$ cat config.mk
export PLATFORM = sky130hd
export DESIGN_NAME = pjs_program_jog
export DESIGN_NICKNAME = d
export VERILOG_FILES = /design/src/hw/pjs_pkg.sv /design/src/hw/pjs_program_jog.sv
export SDC_FILE = /design/constraint.sdc
export NUM_CORES = 2
export LEC_CHECK = 0
export ABC_AREA = 1
export BUFFER_PORTS_ARGS = -buffer_cell sky130_fd_sc_hd__buf_2
export CORE_UTILIZATION = 38
export DETAILED_ROUTE_END_ITERATION = 16
export PLACE_DENSITY = 0.56
export SYNTH_ARGS = -nofsm -noshare
export SYNTH_HDL_FRONTEND = slang
export SYNTH_SLANG_ARGS = --single-unit
$ cat constraint.sdc
create_clock -name clk -period 18.4 [get_ports clk]
set_input_delay 1.84 -clock clk [delete_from_list [all_inputs] [get_ports clk]]
set_output_delay 1.84 -clock clk [all_outputs]
set_load 0.02 [all_outputs]
$ cat src/hw/pjs_pkg.sv
// Shared constants and types for the programmed jog sequencer
package pjs_pkg;
  // Register byte offsets
  localparam logic [7:0] OFS_WPROT = 8'h00;
  localparam logic [7:0] OFS_PATTERN = 8'h04;
  localparam logic [7:0] OFS_DIST = 8'h08;
  localparam logic [7:0] OFS_SPEED = 8'h0c;
  localparam logic [7:0] OFS_RAMP = 8'h10;
  localparam logic [7:0] OFS_WAIT = 8'h14;
  localparam logic [7:0] OFS_REPEAT = 8'h18;
  localparam logic [7:0] OFS_DIRSEL = 8'h1c;
  localparam logic [7:0] OFS_KEY = 8'h20;
  localparam logic [7:0] OFS_STATUS = 8'h24;
  localparam logic [7:0] OFS_POS = 8'h28;
  localparam logic [7:0] OFS_FILT = 8'h2c;
  // Write-protect code that permits operation, and its value after reset
  localparam logic [15:0] WPROT_PERMIT = 16'h0000;
  localparam logic [15:0] WPROT_RST = 16'h0000;
  // Setting limits and values after reset
  localparam logic [31:0] PAT_MIN = 32'h0000_0000;
  localparam logic [31:0] PAT_MAX = 32'h0000_0005;
  localparam logic [31:0] PAT_RST = 32'h0000_0000;
  localparam logic [31:0] DIST_MIN = 32'h0000_0001;
  localparam logic [31:0] DIST_MAX = 32'h4000_0000;
  localparam logic [31:0] DIST_RST = 32'h0000_8000;
  localparam logic [31:0] SPEED_MIN = 32'h0000_0001;
  localparam logic [31:0] SPEED_MAX = 32'h0000_2710;
  localparam logic [31:0] SPEED_RST = 32'h0000_0032;
  localparam logic [31:0] RAMP_MIN = 32'h0000_0002;
  localparam logic [31:0] RAMP_MAX = 32'h0000_2710;
  localparam logic [31:0] RAMP_RST = 32'h0000_0064;
  localparam logic [31:0] WAIT_MIN = 32'h0000_0000;
  localparam logic [31:0] WAIT_MAX = 32'h0000_2710;
  localparam logic [31:0] WAIT_RST = 32'h0000_0064;
  localparam logic [31:0] REP_MIN = 32'h0000_0000;
  localparam logic [31:0] REP_MAX = 32'h0000_03e8;
  localparam logic [31:0] REP_RST = 32'h0000_0001;
  // Key register bit positions
  localparam int KEY_SERVO = 0;
  localparam int KEY_FWD = 1;
  localparam int KEY_REV = 2;
  localparam int KEY_EXIT = 3;
  localparam int KEY_ENTER = 4;
  localparam int KEY_CLEAR = 7;
  // Status register bit positions
  localparam int ST_MOTOR_BIT = 8;
  localparam int ST_END_BIT = 9;
  localparam int ST_REFUSED_BIT = 10;
  localparam int ST_RANGE_BIT = 11;
  localparam int ST_OT_BIT = 12;
  localparam int ST_IDX_LSB = 16;
  // Timing: clock period, one millisecond, completion display time
  localparam int CLK_PERIOD_NS = 25;
  localparam int MS_NS = 1000000;
  localparam int CYC_PER_MS = (MS_NS + CLK_PERIOD_NS - 1) / CLK_PERIOD_NS;
  localparam int END_TIME_MS = 1000;
  localparam logic [13:0] END_MS_LAST = 14'(END_TIME_MS - 1);
  // Condition pins from the drive
  typedef struct packed {
    logic mainPowerOk;
    logic alarmActive;
    logic hardBlockActive;
    logic otFwd;
    logic otRev;
  } pjs_pins_t;
  // Sequencer states, one-hot
  typedef enum logic [5:0] {
    ST_OFF = 6'h01,
    ST_BASEBLOCK = 6'h02,
    ST_RUN = 6'h04,
    ST_WAIT = 6'h08,
    ST_MOVE = 6'h10,
    ST_END = 6'h20
  } pjs_state_t;
endpackage

$ cat src/hw/pjs_program_jog.sv
// Programmed jog sequencer with Avalon-MM register slave
//
// Contract
// - Start refused unless writes are permitted
// - Start needs power, no alarm, no overtravel
// - Overtravel stops motion while running
// - Repeat count zero repeats the pattern forever
// - Patterns two and three never start endless
// - Pattern codes zero to five, reset zero
// - Distance one to 2^30, reset 32768
// - Speed one to 10000, reset 50
// - Ramp time two to 10000 ms, reset 100
// - Wait time zero to 10000 ms, reset 100
// - Repeat count zero to 1000, reset one
// - Servo key energizes motor from baseblock
// - First move starts after the wait time
// - Servo key again stops and baseblocks
// - Completion shown one second, then run
// - Exit key baseblocks and leaves the function
// - Direction zero: forward counts position up
// - Reference filter stays applied to motion
`timescale 1ns/1ps
module pjs_program_jog #(
  parameter int MS_CYCLES = pjs_pkg::CYC_PER_MS
) (
  input wire logic clk,
  input wire logic rst_n,
  input wire logic [7:0] avs_address,
  input wire logic avs_read,
  input wire logic avs_write,
  input wire logic [31:0] avs_writedata,
  output logic [31:0] avs_readdata,
  output logic avs_waitrequest,
  input wire pjs_pkg::pjs_pins_t pinsIn,
  output logic motorPowerOn,
  output logic fnActive,
  output logic runInd,
  output logic endInd,
  output logic [31:0] refPos
);
  localparam int MSW = $clog2(MS_CYCLES + 1);

  pjs_pkg::pjs_pins_t pinsMetaQ, pinsQ;
  pjs_pkg::pjs_state_t stateQ, stateD;
  logic ackQ, wrEn, wrValid;
  logic [7:0] keys;
  logic servoKey, fwdKey, revKey, exitKey, enterKey, clearKey;
  logic [15:0] wprotQ;
  logic [2:0] patQ;
  logic [30:0] distQ;
  logic [13:0] speedQ, rampQ, waitQ;
  logic [9:0] repQ;
  logic dirSelQ;
  logic [3:0] filtShiftQ;
  logic refusedQ, rangeErrQ, otStopQ, refuseSet, otStopEv;
  logic startOk, faultNow, patTwoThree, endlessBad, startKeyOk, moveFwd, otHit;
  logic [MSW-1:0] msCntQ;
  logic tick;
  logic [13:0] phaseMsQ;
  logic [10:0] moveIdxQ, totalMoves;
  logic lastMove, moveDone;
  logic [13:0] velQ;
  logic [14:0] fracQ;
  logic [30:0] coveredQ, accDistQ, remain, step, remainAfter, coveredNext;
  logic decelQ;
  logic [31:0] rawPosQ, filtQ, diff, rdValue;

  // Range check shared by the pattern, distance, speed, ramp, wait and repeat writes
  function automatic logic inRange(input logic [31:0] v, input logic [31:0] lo,
                                   input logic [31:0] hi);
    return (v >= lo) && (v <= hi);
  endfunction

  // Pattern direction of a move: 1 means forward
  function automatic logic dirOf(input logic [2:0] pat, input logic [10:0] idx,
                                 input logic [9:0] reps);
    logic firstHalf;
    // An endless split pattern is refused later, but its first move still has a direction
    firstHalf = (reps == 10'h000) || (idx < {1'b0, reps});
    case (pat)
      3'h0: dirOf = 1'b1;
      3'h1: dirOf = 1'b0;
      3'h2: dirOf = firstHalf;
      3'h3: dirOf = ~firstHalf;
      3'h4: dirOf = ~idx[0];
      3'h5: dirOf = idx[0];
      default: dirOf = 1'b1;
    endcase
  endfunction

  // Pins come from outside; only the second stage is read
  always_ff @(posedge clk) begin
    if (!rst_n) begin
      pinsMetaQ <= '0;
      pinsQ <= '0;
    end else begin
      pinsMetaQ <= pinsIn;
      pinsQ <= pinsMetaQ;
    end
  end

  // One wait state per access keeps read data registered
  assign avs_waitrequest = (avs_read | avs_write) & ~ackQ;
  assign wrEn = avs_write & ackQ;
  always_ff @(posedge clk) begin
    if (!rst_n) begin
      ackQ <= 1'b0;
    end else begin
      ackQ <= (avs_read | avs_write) & ~ackQ;
    end
  end

  // Key presses are single-cycle strobes from the key register
  assign keys = (wrEn && avs_address == pjs_pkg::OFS_KEY) ? avs_writedata[7:0] : 8'h00;
  assign servoKey = keys[pjs_pkg::KEY_SERVO];
  assign fwdKey = keys[pjs_pkg::KEY_FWD];
  assign revKey = keys[pjs_pkg::KEY_REV];
  assign exitKey = keys[pjs_pkg::KEY_EXIT];
  assign enterKey = keys[pjs_pkg::KEY_ENTER];
  assign clearKey = keys[pjs_pkg::KEY_CLEAR];

  // Out-of-range values are dropped so the stored setting stays legal
  // setting limits
  always_comb begin
    unique case (avs_address)
      pjs_pkg::OFS_PATTERN: wrValid = inRange(avs_writedata, pjs_pkg::PAT_MIN, pjs_pkg::PAT_MAX);
      pjs_pkg::OFS_DIST: wrValid = inRange(avs_writedata, pjs_pkg::DIST_MIN, pjs_pkg::DIST_MAX);
      pjs_pkg::OFS_SPEED: wrValid = inRange(avs_writedata, pjs_pkg::SPEED_MIN, pjs_pkg::SPEED_MAX);
      pjs_pkg::OFS_RAMP: wrValid = inRange(avs_writedata, pjs_pkg::RAMP_MIN, pjs_pkg::RAMP_MAX);
      pjs_pkg::OFS_WAIT: wrValid = inRange(avs_writedata, pjs_pkg::WAIT_MIN, pjs_pkg::WAIT_MAX);
      pjs_pkg::OFS_REPEAT: wrValid = inRange(avs_writedata, pjs_pkg::REP_MIN, pjs_pkg::REP_MAX);
      default: wrValid = 1'b1;
    endcase
  end

  // Settings take effect at once; no lock while running
  // setting store
  always_ff @(posedge clk) begin
    if (!rst_n) begin
      wprotQ <= pjs_pkg::WPROT_RST;
      patQ <= pjs_pkg::PAT_RST[2:0];
      distQ <= pjs_pkg::DIST_RST[30:0];
      speedQ <= pjs_pkg::SPEED_RST[13:0];
      rampQ <= pjs_pkg::RAMP_RST[13:0];
      waitQ <= pjs_pkg::WAIT_RST[13:0];
      repQ <= pjs_pkg::REP_RST[9:0];
      dirSelQ <= 1'b0;
      filtShiftQ <= 4'h0;
    end else if (wrEn && wrValid) begin
      unique case (avs_address)
        pjs_pkg::OFS_WPROT: wprotQ <= avs_writedata[15:0];
        pjs_pkg::OFS_PATTERN: patQ <= avs_writedata[2:0];
        pjs_pkg::OFS_DIST: distQ <= avs_writedata[30:0];
        pjs_pkg::OFS_SPEED: speedQ <= avs_writedata[13:0];
        pjs_pkg::OFS_RAMP: rampQ <= avs_writedata[13:0];
        pjs_pkg::OFS_WAIT: waitQ <= avs_writedata[13:0];
        pjs_pkg::OFS_REPEAT: repQ <= avs_writedata[9:0];
        pjs_pkg::OFS_DIRSEL: dirSelQ <= avs_writedata[0];
        pjs_pkg::OFS_FILT: filtShiftQ <= avs_writedata[3:0];
        default: ;
      endcase
    end
  end

  // Start conditions and faults
  // write permission checked
  assign startOk = (wprotQ == pjs_pkg::WPROT_PERMIT) && pinsQ.mainPowerOk &&
                   !pinsQ.alarmActive && !pinsQ.hardBlockActive && !pinsQ.otFwd && !pinsQ.otRev;
  assign faultNow = !pinsQ.mainPowerOk || pinsQ.alarmActive || pinsQ.hardBlockActive;
  assign patTwoThree = (patQ == 3'h2) || (patQ == 3'h3);
  assign endlessBad = (repQ == 10'h000) && patTwoThree;
  // Start key must match the first move direction
  assign startKeyOk = (fwdKey && dirOf(patQ, 11'h000, repQ)) ||
                      (revKey && !dirOf(patQ, 11'h000, repQ));
  assign moveFwd = dirOf(patQ, moveIdxQ, repQ);
  assign otHit = moveFwd ? pinsQ.otFwd : pinsQ.otRev;
  assign totalMoves = patTwoThree ? {repQ, 1'b0} : {1'b0, repQ};
  assign lastMove = (repQ != 10'h000) && (moveIdxQ + 11'h001 == totalMoves);

  // Millisecond base, restarted on every state change
  assign tick = msCntQ == MSW'(MS_CYCLES - 1);
  always_ff @(posedge clk) begin
    if (!rst_n) begin
      msCntQ <= '0;
      phaseMsQ <= 14'h0000;
    end else if (stateD != stateQ) begin
      msCntQ <= '0;
      phaseMsQ <= 14'h0000;
    end else begin
      msCntQ <= tick ? '0 : msCntQ + MSW'(1);
      phaseMsQ <= tick ? phaseMsQ + 14'h0001 : phaseMsQ;
    end
  end

  // Next state; servo key, faults and exit override the sequence
  always_comb begin
    stateD = stateQ;
    refuseSet = 1'b0;
    otStopEv = 1'b0;
    unique case (stateQ)
      pjs_pkg::ST_OFF: begin
        if (enterKey) begin
          stateD = startOk ? pjs_pkg::ST_BASEBLOCK : pjs_pkg::ST_OFF;
          refuseSet = !startOk;
        end
      end
      pjs_pkg::ST_BASEBLOCK: begin
        if (servoKey) begin
          stateD = startOk ? pjs_pkg::ST_RUN : pjs_pkg::ST_BASEBLOCK;
          refuseSet = !startOk;
        end
      end
      pjs_pkg::ST_RUN: begin
        if (startKeyOk) begin
          stateD = endlessBad ? pjs_pkg::ST_RUN : pjs_pkg::ST_WAIT;
          refuseSet = endlessBad;
        end
      end
      pjs_pkg::ST_WAIT: begin
        if (tick && ({1'b0, phaseMsQ} + 15'h0001 >= {1'b0, waitQ})) begin
          stateD = pjs_pkg::ST_MOVE;
        end
      end
      pjs_pkg::ST_MOVE: begin
        if (otHit) begin
          stateD = pjs_pkg::ST_RUN;
          otStopEv = 1'b1;
        end else if (moveDone) begin
          stateD = lastMove ? pjs_pkg::ST_END : pjs_pkg::ST_WAIT;
        end
      end
      pjs_pkg::ST_END: begin
        if (tick && phaseMsQ == pjs_pkg::END_MS_LAST) begin
          stateD = pjs_pkg::ST_RUN;
        end
      end
    endcase
    if (motorPowerOn && (servoKey || faultNow)) begin
      stateD = pjs_pkg::ST_BASEBLOCK;
    end
    if (exitKey) begin
      stateD = pjs_pkg::ST_OFF;
    end
  end

  // State register
  always_ff @(posedge clk) begin
    if (!rst_n) begin
      stateQ <= pjs_pkg::ST_OFF;
    end else begin
      stateQ <= stateD;
    end
  end

  // Move index; reset on each start key, advanced per finished move except the last
  always_ff @(posedge clk) begin
    if (!rst_n) begin
      moveIdxQ <= 11'h000;
    end else if (stateQ == pjs_pkg::ST_RUN && stateD == pjs_pkg::ST_WAIT) begin
      moveIdxQ <= 11'h000;
    end else if (stateQ == pjs_pkg::ST_MOVE && stateD == pjs_pkg::ST_WAIT) begin
      moveIdxQ <= moveIdxQ + 11'h001;
    end
  end

  // Step per millisecond, clamped so the move lands on the distance
  assign remain = (coveredQ >= distQ) ? 31'h0 : distQ - coveredQ;
  assign step = ({17'h0, velQ} > remain) ? remain : {17'h0, velQ};
  assign remainAfter = remain - step;
  assign coveredNext = coveredQ + step;
  assign moveDone = tick && (coveredNext >= distQ);

  // trapezoid: ramp, cruise, mirrored decel
  // Speed steps come from a fraction drained by the ramp time per clock, avoiding a divider
  always_ff @(posedge clk) begin
    if (!rst_n || stateQ != pjs_pkg::ST_MOVE) begin
      velQ <= 14'h0000;
      fracQ <= 15'h0000;
      coveredQ <= 31'h0;
      accDistQ <= 31'h0;
      decelQ <= 1'b0;
    end else if (tick) begin
      coveredQ <= coveredNext;
      if (!decelQ) begin
        if (velQ < speedQ) begin
          accDistQ <= coveredNext;
        end
        if (remainAfter <= accDistQ || {coveredNext, 1'b0} >= {1'b0, distQ}) begin
          decelQ <= 1'b1;
          fracQ <= 15'h0000;
        end else if (velQ < speedQ) begin
          fracQ <= fracQ + {1'b0, speedQ};
        end
      end else begin
        fracQ <= fracQ + {1'b0, speedQ};
      end
    end else if (fracQ >= {1'b0, rampQ}) begin
      fracQ <= fracQ - {1'b0, rampQ};
      if (!decelQ && velQ < speedQ) begin
        velQ <= velQ + 14'h0001;
      end else if (decelQ && velQ > 14'h0001) begin
        velQ <= velQ - 14'h0001;
      end
    end
  end

  // reference passes the filter
  // Shift zero bypasses the filter; wide shifts give slow, smooth approach
  assign diff = rawPosQ - filtQ;
  always_ff @(posedge clk) begin
    if (!rst_n) begin
      rawPosQ <= 32'h0000_0000;
      filtQ <= 32'h0000_0000;
    end else begin
      if (stateQ == pjs_pkg::ST_MOVE && tick) begin
        rawPosQ <= (moveFwd ^ dirSelQ) ? rawPosQ + {1'b0, step} : rawPosQ - {1'b0, step};
      end
      filtQ <= filtQ + 32'($signed(diff) >>> filtShiftQ);
    end
  end

  // Sticky flags; a new event beats a clear in the same cycle
  always_ff @(posedge clk) begin
    if (!rst_n) begin
      refusedQ <= 1'b0;
      rangeErrQ <= 1'b0;
      otStopQ <= 1'b0;
    end else begin
      refusedQ <= refuseSet | (refusedQ & ~clearKey);
      rangeErrQ <= (wrEn & ~wrValid) | (rangeErrQ & ~clearKey);
      otStopQ <= otStopEv | (otStopQ & ~clearKey);
    end
  end

  // Read mux; unmapped addresses read zero
  always_comb begin
    rdValue = 32'h0000_0000;
    unique case (avs_address)
      pjs_pkg::OFS_WPROT: rdValue = {16'h0000, wprotQ};
      pjs_pkg::OFS_PATTERN: rdValue = {29'h0, patQ};
      pjs_pkg::OFS_DIST: rdValue = {1'b0, distQ};
      pjs_pkg::OFS_SPEED: rdValue = {18'h0, speedQ};
      pjs_pkg::OFS_RAMP: rdValue = {18'h0, rampQ};
      pjs_pkg::OFS_WAIT: rdValue = {18'h0, waitQ};
      pjs_pkg::OFS_REPEAT: rdValue = {22'h0, repQ};
      pjs_pkg::OFS_DIRSEL: rdValue = {31'h0, dirSelQ};
      pjs_pkg::OFS_FILT: rdValue = {28'h0, filtShiftQ};
      pjs_pkg::OFS_POS: rdValue = filtQ;
      pjs_pkg::OFS_STATUS: begin
        rdValue[5:0] = stateQ;
        rdValue[pjs_pkg::ST_MOTOR_BIT] = motorPowerOn;
        rdValue[pjs_pkg::ST_END_BIT] = endInd;
        rdValue[pjs_pkg::ST_REFUSED_BIT] = refusedQ;
        rdValue[pjs_pkg::ST_RANGE_BIT] = rangeErrQ;
        rdValue[pjs_pkg::ST_OT_BIT] = otStopQ;
        rdValue[pjs_pkg::ST_IDX_LSB +: 11] = moveIdxQ;
      end
      default: ;
    endcase
  end

  // Read data captured in the wait cycle, held through the answer
  always_ff @(posedge clk) begin
    if (!rst_n) begin
      avs_readdata <= 32'h0000_0000;
    end else if (avs_read && !ackQ) begin
      avs_readdata <= rdValue;
    end
  end

  // Outputs decoded from the state register; refPos follows the filter
  assign motorPowerOn = stateQ inside {pjs_pkg::ST_RUN, pjs_pkg::ST_WAIT,
                                       pjs_pkg::ST_MOVE, pjs_pkg::ST_END};
  assign fnActive = stateQ != pjs_pkg::ST_OFF;
  assign endInd = stateQ == pjs_pkg::ST_END;
  assign runInd = motorPowerOn && !endInd;
  assign refPos = filtQ;
endmodule // pjs_program_jog

==> impl_metrics.toml <==
[synth]
synthCells = 4803
syn_area_per_cell_um2 = 6.46
synthesis.area_mm2 = 0.0310
synth-edff-count = 0
synth_top_cell_area_share_pct = 23.0
async_flop_share_pct = 0
synth_cell_types = 66
synth_seq_cells = 356
synth_top_cell_by_area = "dfxtp_1"
yosys_warnings = 0
yosysSeqAreaShare_pct = 23.0
synthTopCellsByArea = "dfxtp_1, ha_1, nand2_1"
ys.flop_type = "dfxtp_1"

[clock_tree]
cts_buffers = 47
postCtsSetupBuffers = 0
clk_pin_slew_ns = 0.06
cts_tree = "done"
ctsResizeCount = 0
htreeDepth = 2
cts_hold_buf = 0
cts_root_buffer = "clkbuf_16"
cts_max_path_buffers = 3
clock_latency_ns = 0.66
clock-sinks = 356

[layout]
n_antenna_cell = 0
postLayoutCoreUtil_pct = 42.6
num-nets-final = 5272
area_growth_pct = 10.8
final.fill_count = 8679
final_cell_area_mm2 = 0.0344
drive_gt1_share_pct = 6.17

[sta]
finalHoldViolCount = 0
rsz0062_at_grt = "false"
fmax_mhz = 91.2
report.final.setup_viol = 0
fin_crit_sh_pct = 59.6
slew_viol_final = 0
setup_tns_ns = 0
fin_skew_ns = 0.0754
slew_headroom_pct = 15.8
min_period_ns = 10.97
worst_pin_slew_ns = 1.26
worst_hold_slack_ns = 0.410

[die]
rows = 104
fp.dieH_um = 288
initial_core_util_pct = 38.4
die_w_um = 288
fp.coreArea_mm2 = 0.0807
die-area_mm2 = 0.0828
io_pins = 118

[setup_path]
r2r_end = "moveIdxQ[1]$_SDFFE_PP0P_"
crit_required_ns = 18.93
startpoint_type = "flop"
crit_fanout = 16
end_kind = "flop"
arrival_ns = 11.50
slowest_stage = "a21oi_2"
ff2ff_path_depth = 52
critPathMaxStageDelay_ns = 0.62
r2r-start = "coveredQ[25]$_SDFFE_PP0P_"
path_common_cell = "nand2_1"
path_class = "reg2reg"
reg2reg_slack_ns = 7.43

[grt]
grt_max_degree = 129
grt_pass1_wl_um = 179000
gr-total-overflow = 0
use_met1_pct = 40.4
grt_pass1_vias = 29400
use_met2_pct = 42.3
gr-usage-all-layers_pct = 28.2
grt.busiest_layer = "met2"
grt_antenna_before_repair = 4
use_met3_pct = 3.32

[outcome]
failed_checks = "DRC"
status = "finished with violations"

[power_and_ir_drop]
p_leak_nw = 16.8
ir_drop_mv = 0.0735
p_per_area_mw_per_mm2 = 84.0
p_total_mw = 2.89

[placement]
postPlaceCellArea_mm2 = 0.0326
hpwl_um = 95100
portBuffers = 117
place_congestion = 0.989

[detailed_routing]
via_per_inst = 5.46
ant_nets = 0
first_pass_iters = 12
drc = 6
wl_per_cell_um = 20.1
drtIter0Drc = 2966
num_vias = 32600
wl_um = 120000

[min_path]
hold_path_class = "reg2reg"
min_path_cells = 2
min-delay-start = "pinsMetaQ[4]$_SDFF_PN0_"
whs_endpoint = "pinsQ[4]$_SDFF_PN0_"

[flow_run]
maxCapViolations = 0
==> cell usage in the layout (no fill, tap or decap), types with 26 or more instances in the layout <==
cell type,n
dfxtp_1,356
nand4_1,65
o21ai_0,400
o221ai_1,26
a21oi_1,538
nand3_1,288
inv_1,717
nor4_1,33
xor2_1,105
o211ai_1,41
nor3_1,75
or2_2,26
ha_1,345
buf_4,27
xnor2_1,54
o22ai_1,49
nor2_1,381
nand2_1,920
clkbuf_16,47
buf_2,116
==> synth_stat cells (3+ instances only) <==
library cell	count
or2_2	26
xor2_1	105
a2111oi_0	3
a221oi_1	10
nor4_1	33
nor3b_1	3
buf_6	4
o31ai_1	11
o21a_1	25
nor2_1	384
nand2_1	922
a31oi_1	16
nor3_1	75
inv_1	717
a21o_1	10
o21ai_0	400
clkinv_1	8
ha_1	345
nor2_4	3
a211oi_1	19
xnor2_1	54
o22ai_1	49
o21bai_1	19
nor2_2	11
buf_2	5
o2111ai_1	4
mux2i_1	3
nand4_1	65
a21oi_1	538
o41ai_1	6
fa_1	8
nand3_1	288
nand2_2	15
o21ai_1	4
o211ai_1	41
nand3b_1	17
clkbuf_1	125
a21boi_0	6
o221ai_1	26
or3_1	3
nand3_2	6
dfxtp_1	356
buf_1	5
==> cells by family after synthesis <==
| kind of cell | Yosys count | synth area share, % |
|---|---|---|
| xor+xnor | 159 | 4.49 |
| other cells | 1 | 0.0121 |
| simple gates | 1863 | 25.9 |
| buf+inv | 868 | 10.6 |
| mux | 3 | 0.0968 |
| flops | 356 | 23.0 |
| fa+ha+maj | 353 | 14.4 |
| compound gates | 1200 | 21.5 |
==> layout make-up <==
class | count | area [um^2] | area share, %
multi-input cells | 3594 | 20700 | 60.1
clock buffers | 62 | 1310 | 3.82
inverters | 727 | 2730 | 7.94
clock inverters | 24 | 412 | 1.20
repair buffers | 144 | 803 | 2.34
well taps | 1060 | 1330 | 3.86
flip-flops and latches | 356 | 7130 | 20.7
==> stage by stage <==
step | instances | setup slack [ns]
final | 5967 | 7.43
after global routing | 5967 | 6.39
after CTS | 5967 | 7.49
after detailed placement | 5881 | 7.51
after global placement | 5881 | 7.76
after floorplan | 4818 | 10.14
==> worst max-delay path: cells and delay by family, from the launching register on <==
kind / cells / cell delay [ns]
AOI/OAI and AO/OA: 19 / 4.23
and+or+nand+nor: 24 / 4.03
adders and majority gates: 4 / 1.58
buffers and inverters: 4 / 0.36
DFF: 1 / 0.34
xor gates and xnor gates: 1 / 0.28
==> power by group <==
group,leakage [nW],switching (mW),internal [mW]
sequential,2.88,0.0559,0.807
combinational,13.1,0.661,0.328
clock,0.824,0.416,0.619
total,16.8,1.13,1.76
==> flip-flops by register name (all words and copies together), names as in the netlist, 16 cells and up <==
signal / cells
refPos: 32
accDistQ: 31
wprotQ: 16
coveredQ: 31
distQ: 31
avs_readdata: 32
rawPosQ: 32
msCntQ: 16
==> layer usage <==
metal	vias to the layer above	share of wire [%]
met5	-	0.011
met4	2	4.5
met3	203	7.1
met2	1136	42
met1	15000	47
li1	16300	-
==> worst max path at each step <==
stage / depth (start not counted) / endpoint / slack [ns] / from
floorplan: 64 / msCntQ[10]$_SDFF_PP0_ / 10.14 / coveredQ[3]$_SDFFE_PP0P_
global placement: 57 / moveIdxQ[0]$_SDFFE_PP0P_ / 7.76 / coveredQ[25]$_SDFFE_PP0P_
detailed placement: 52 / moveIdxQ[1]$_SDFFE_PP0P_ / 7.51 / coveredQ[25]$_SDFFE_PP0P_
CTS: 52 / moveIdxQ[1]$_SDFFE_PP0P_ / 7.49 / coveredQ[25]$_SDFFE_PP0P_
global route: 60 / moveIdxQ[4]$_SDFFE_PP0P_ / 6.39 / coveredQ[13]$_SDFFE_PP0P_
finish: 52 / moveIdxQ[1]$_SDFFE_PP0P_ / 7.43 / coveredQ[25]$_SDFFE_PP0P_
Note: power is estimated with default switching activity, not from simulation.
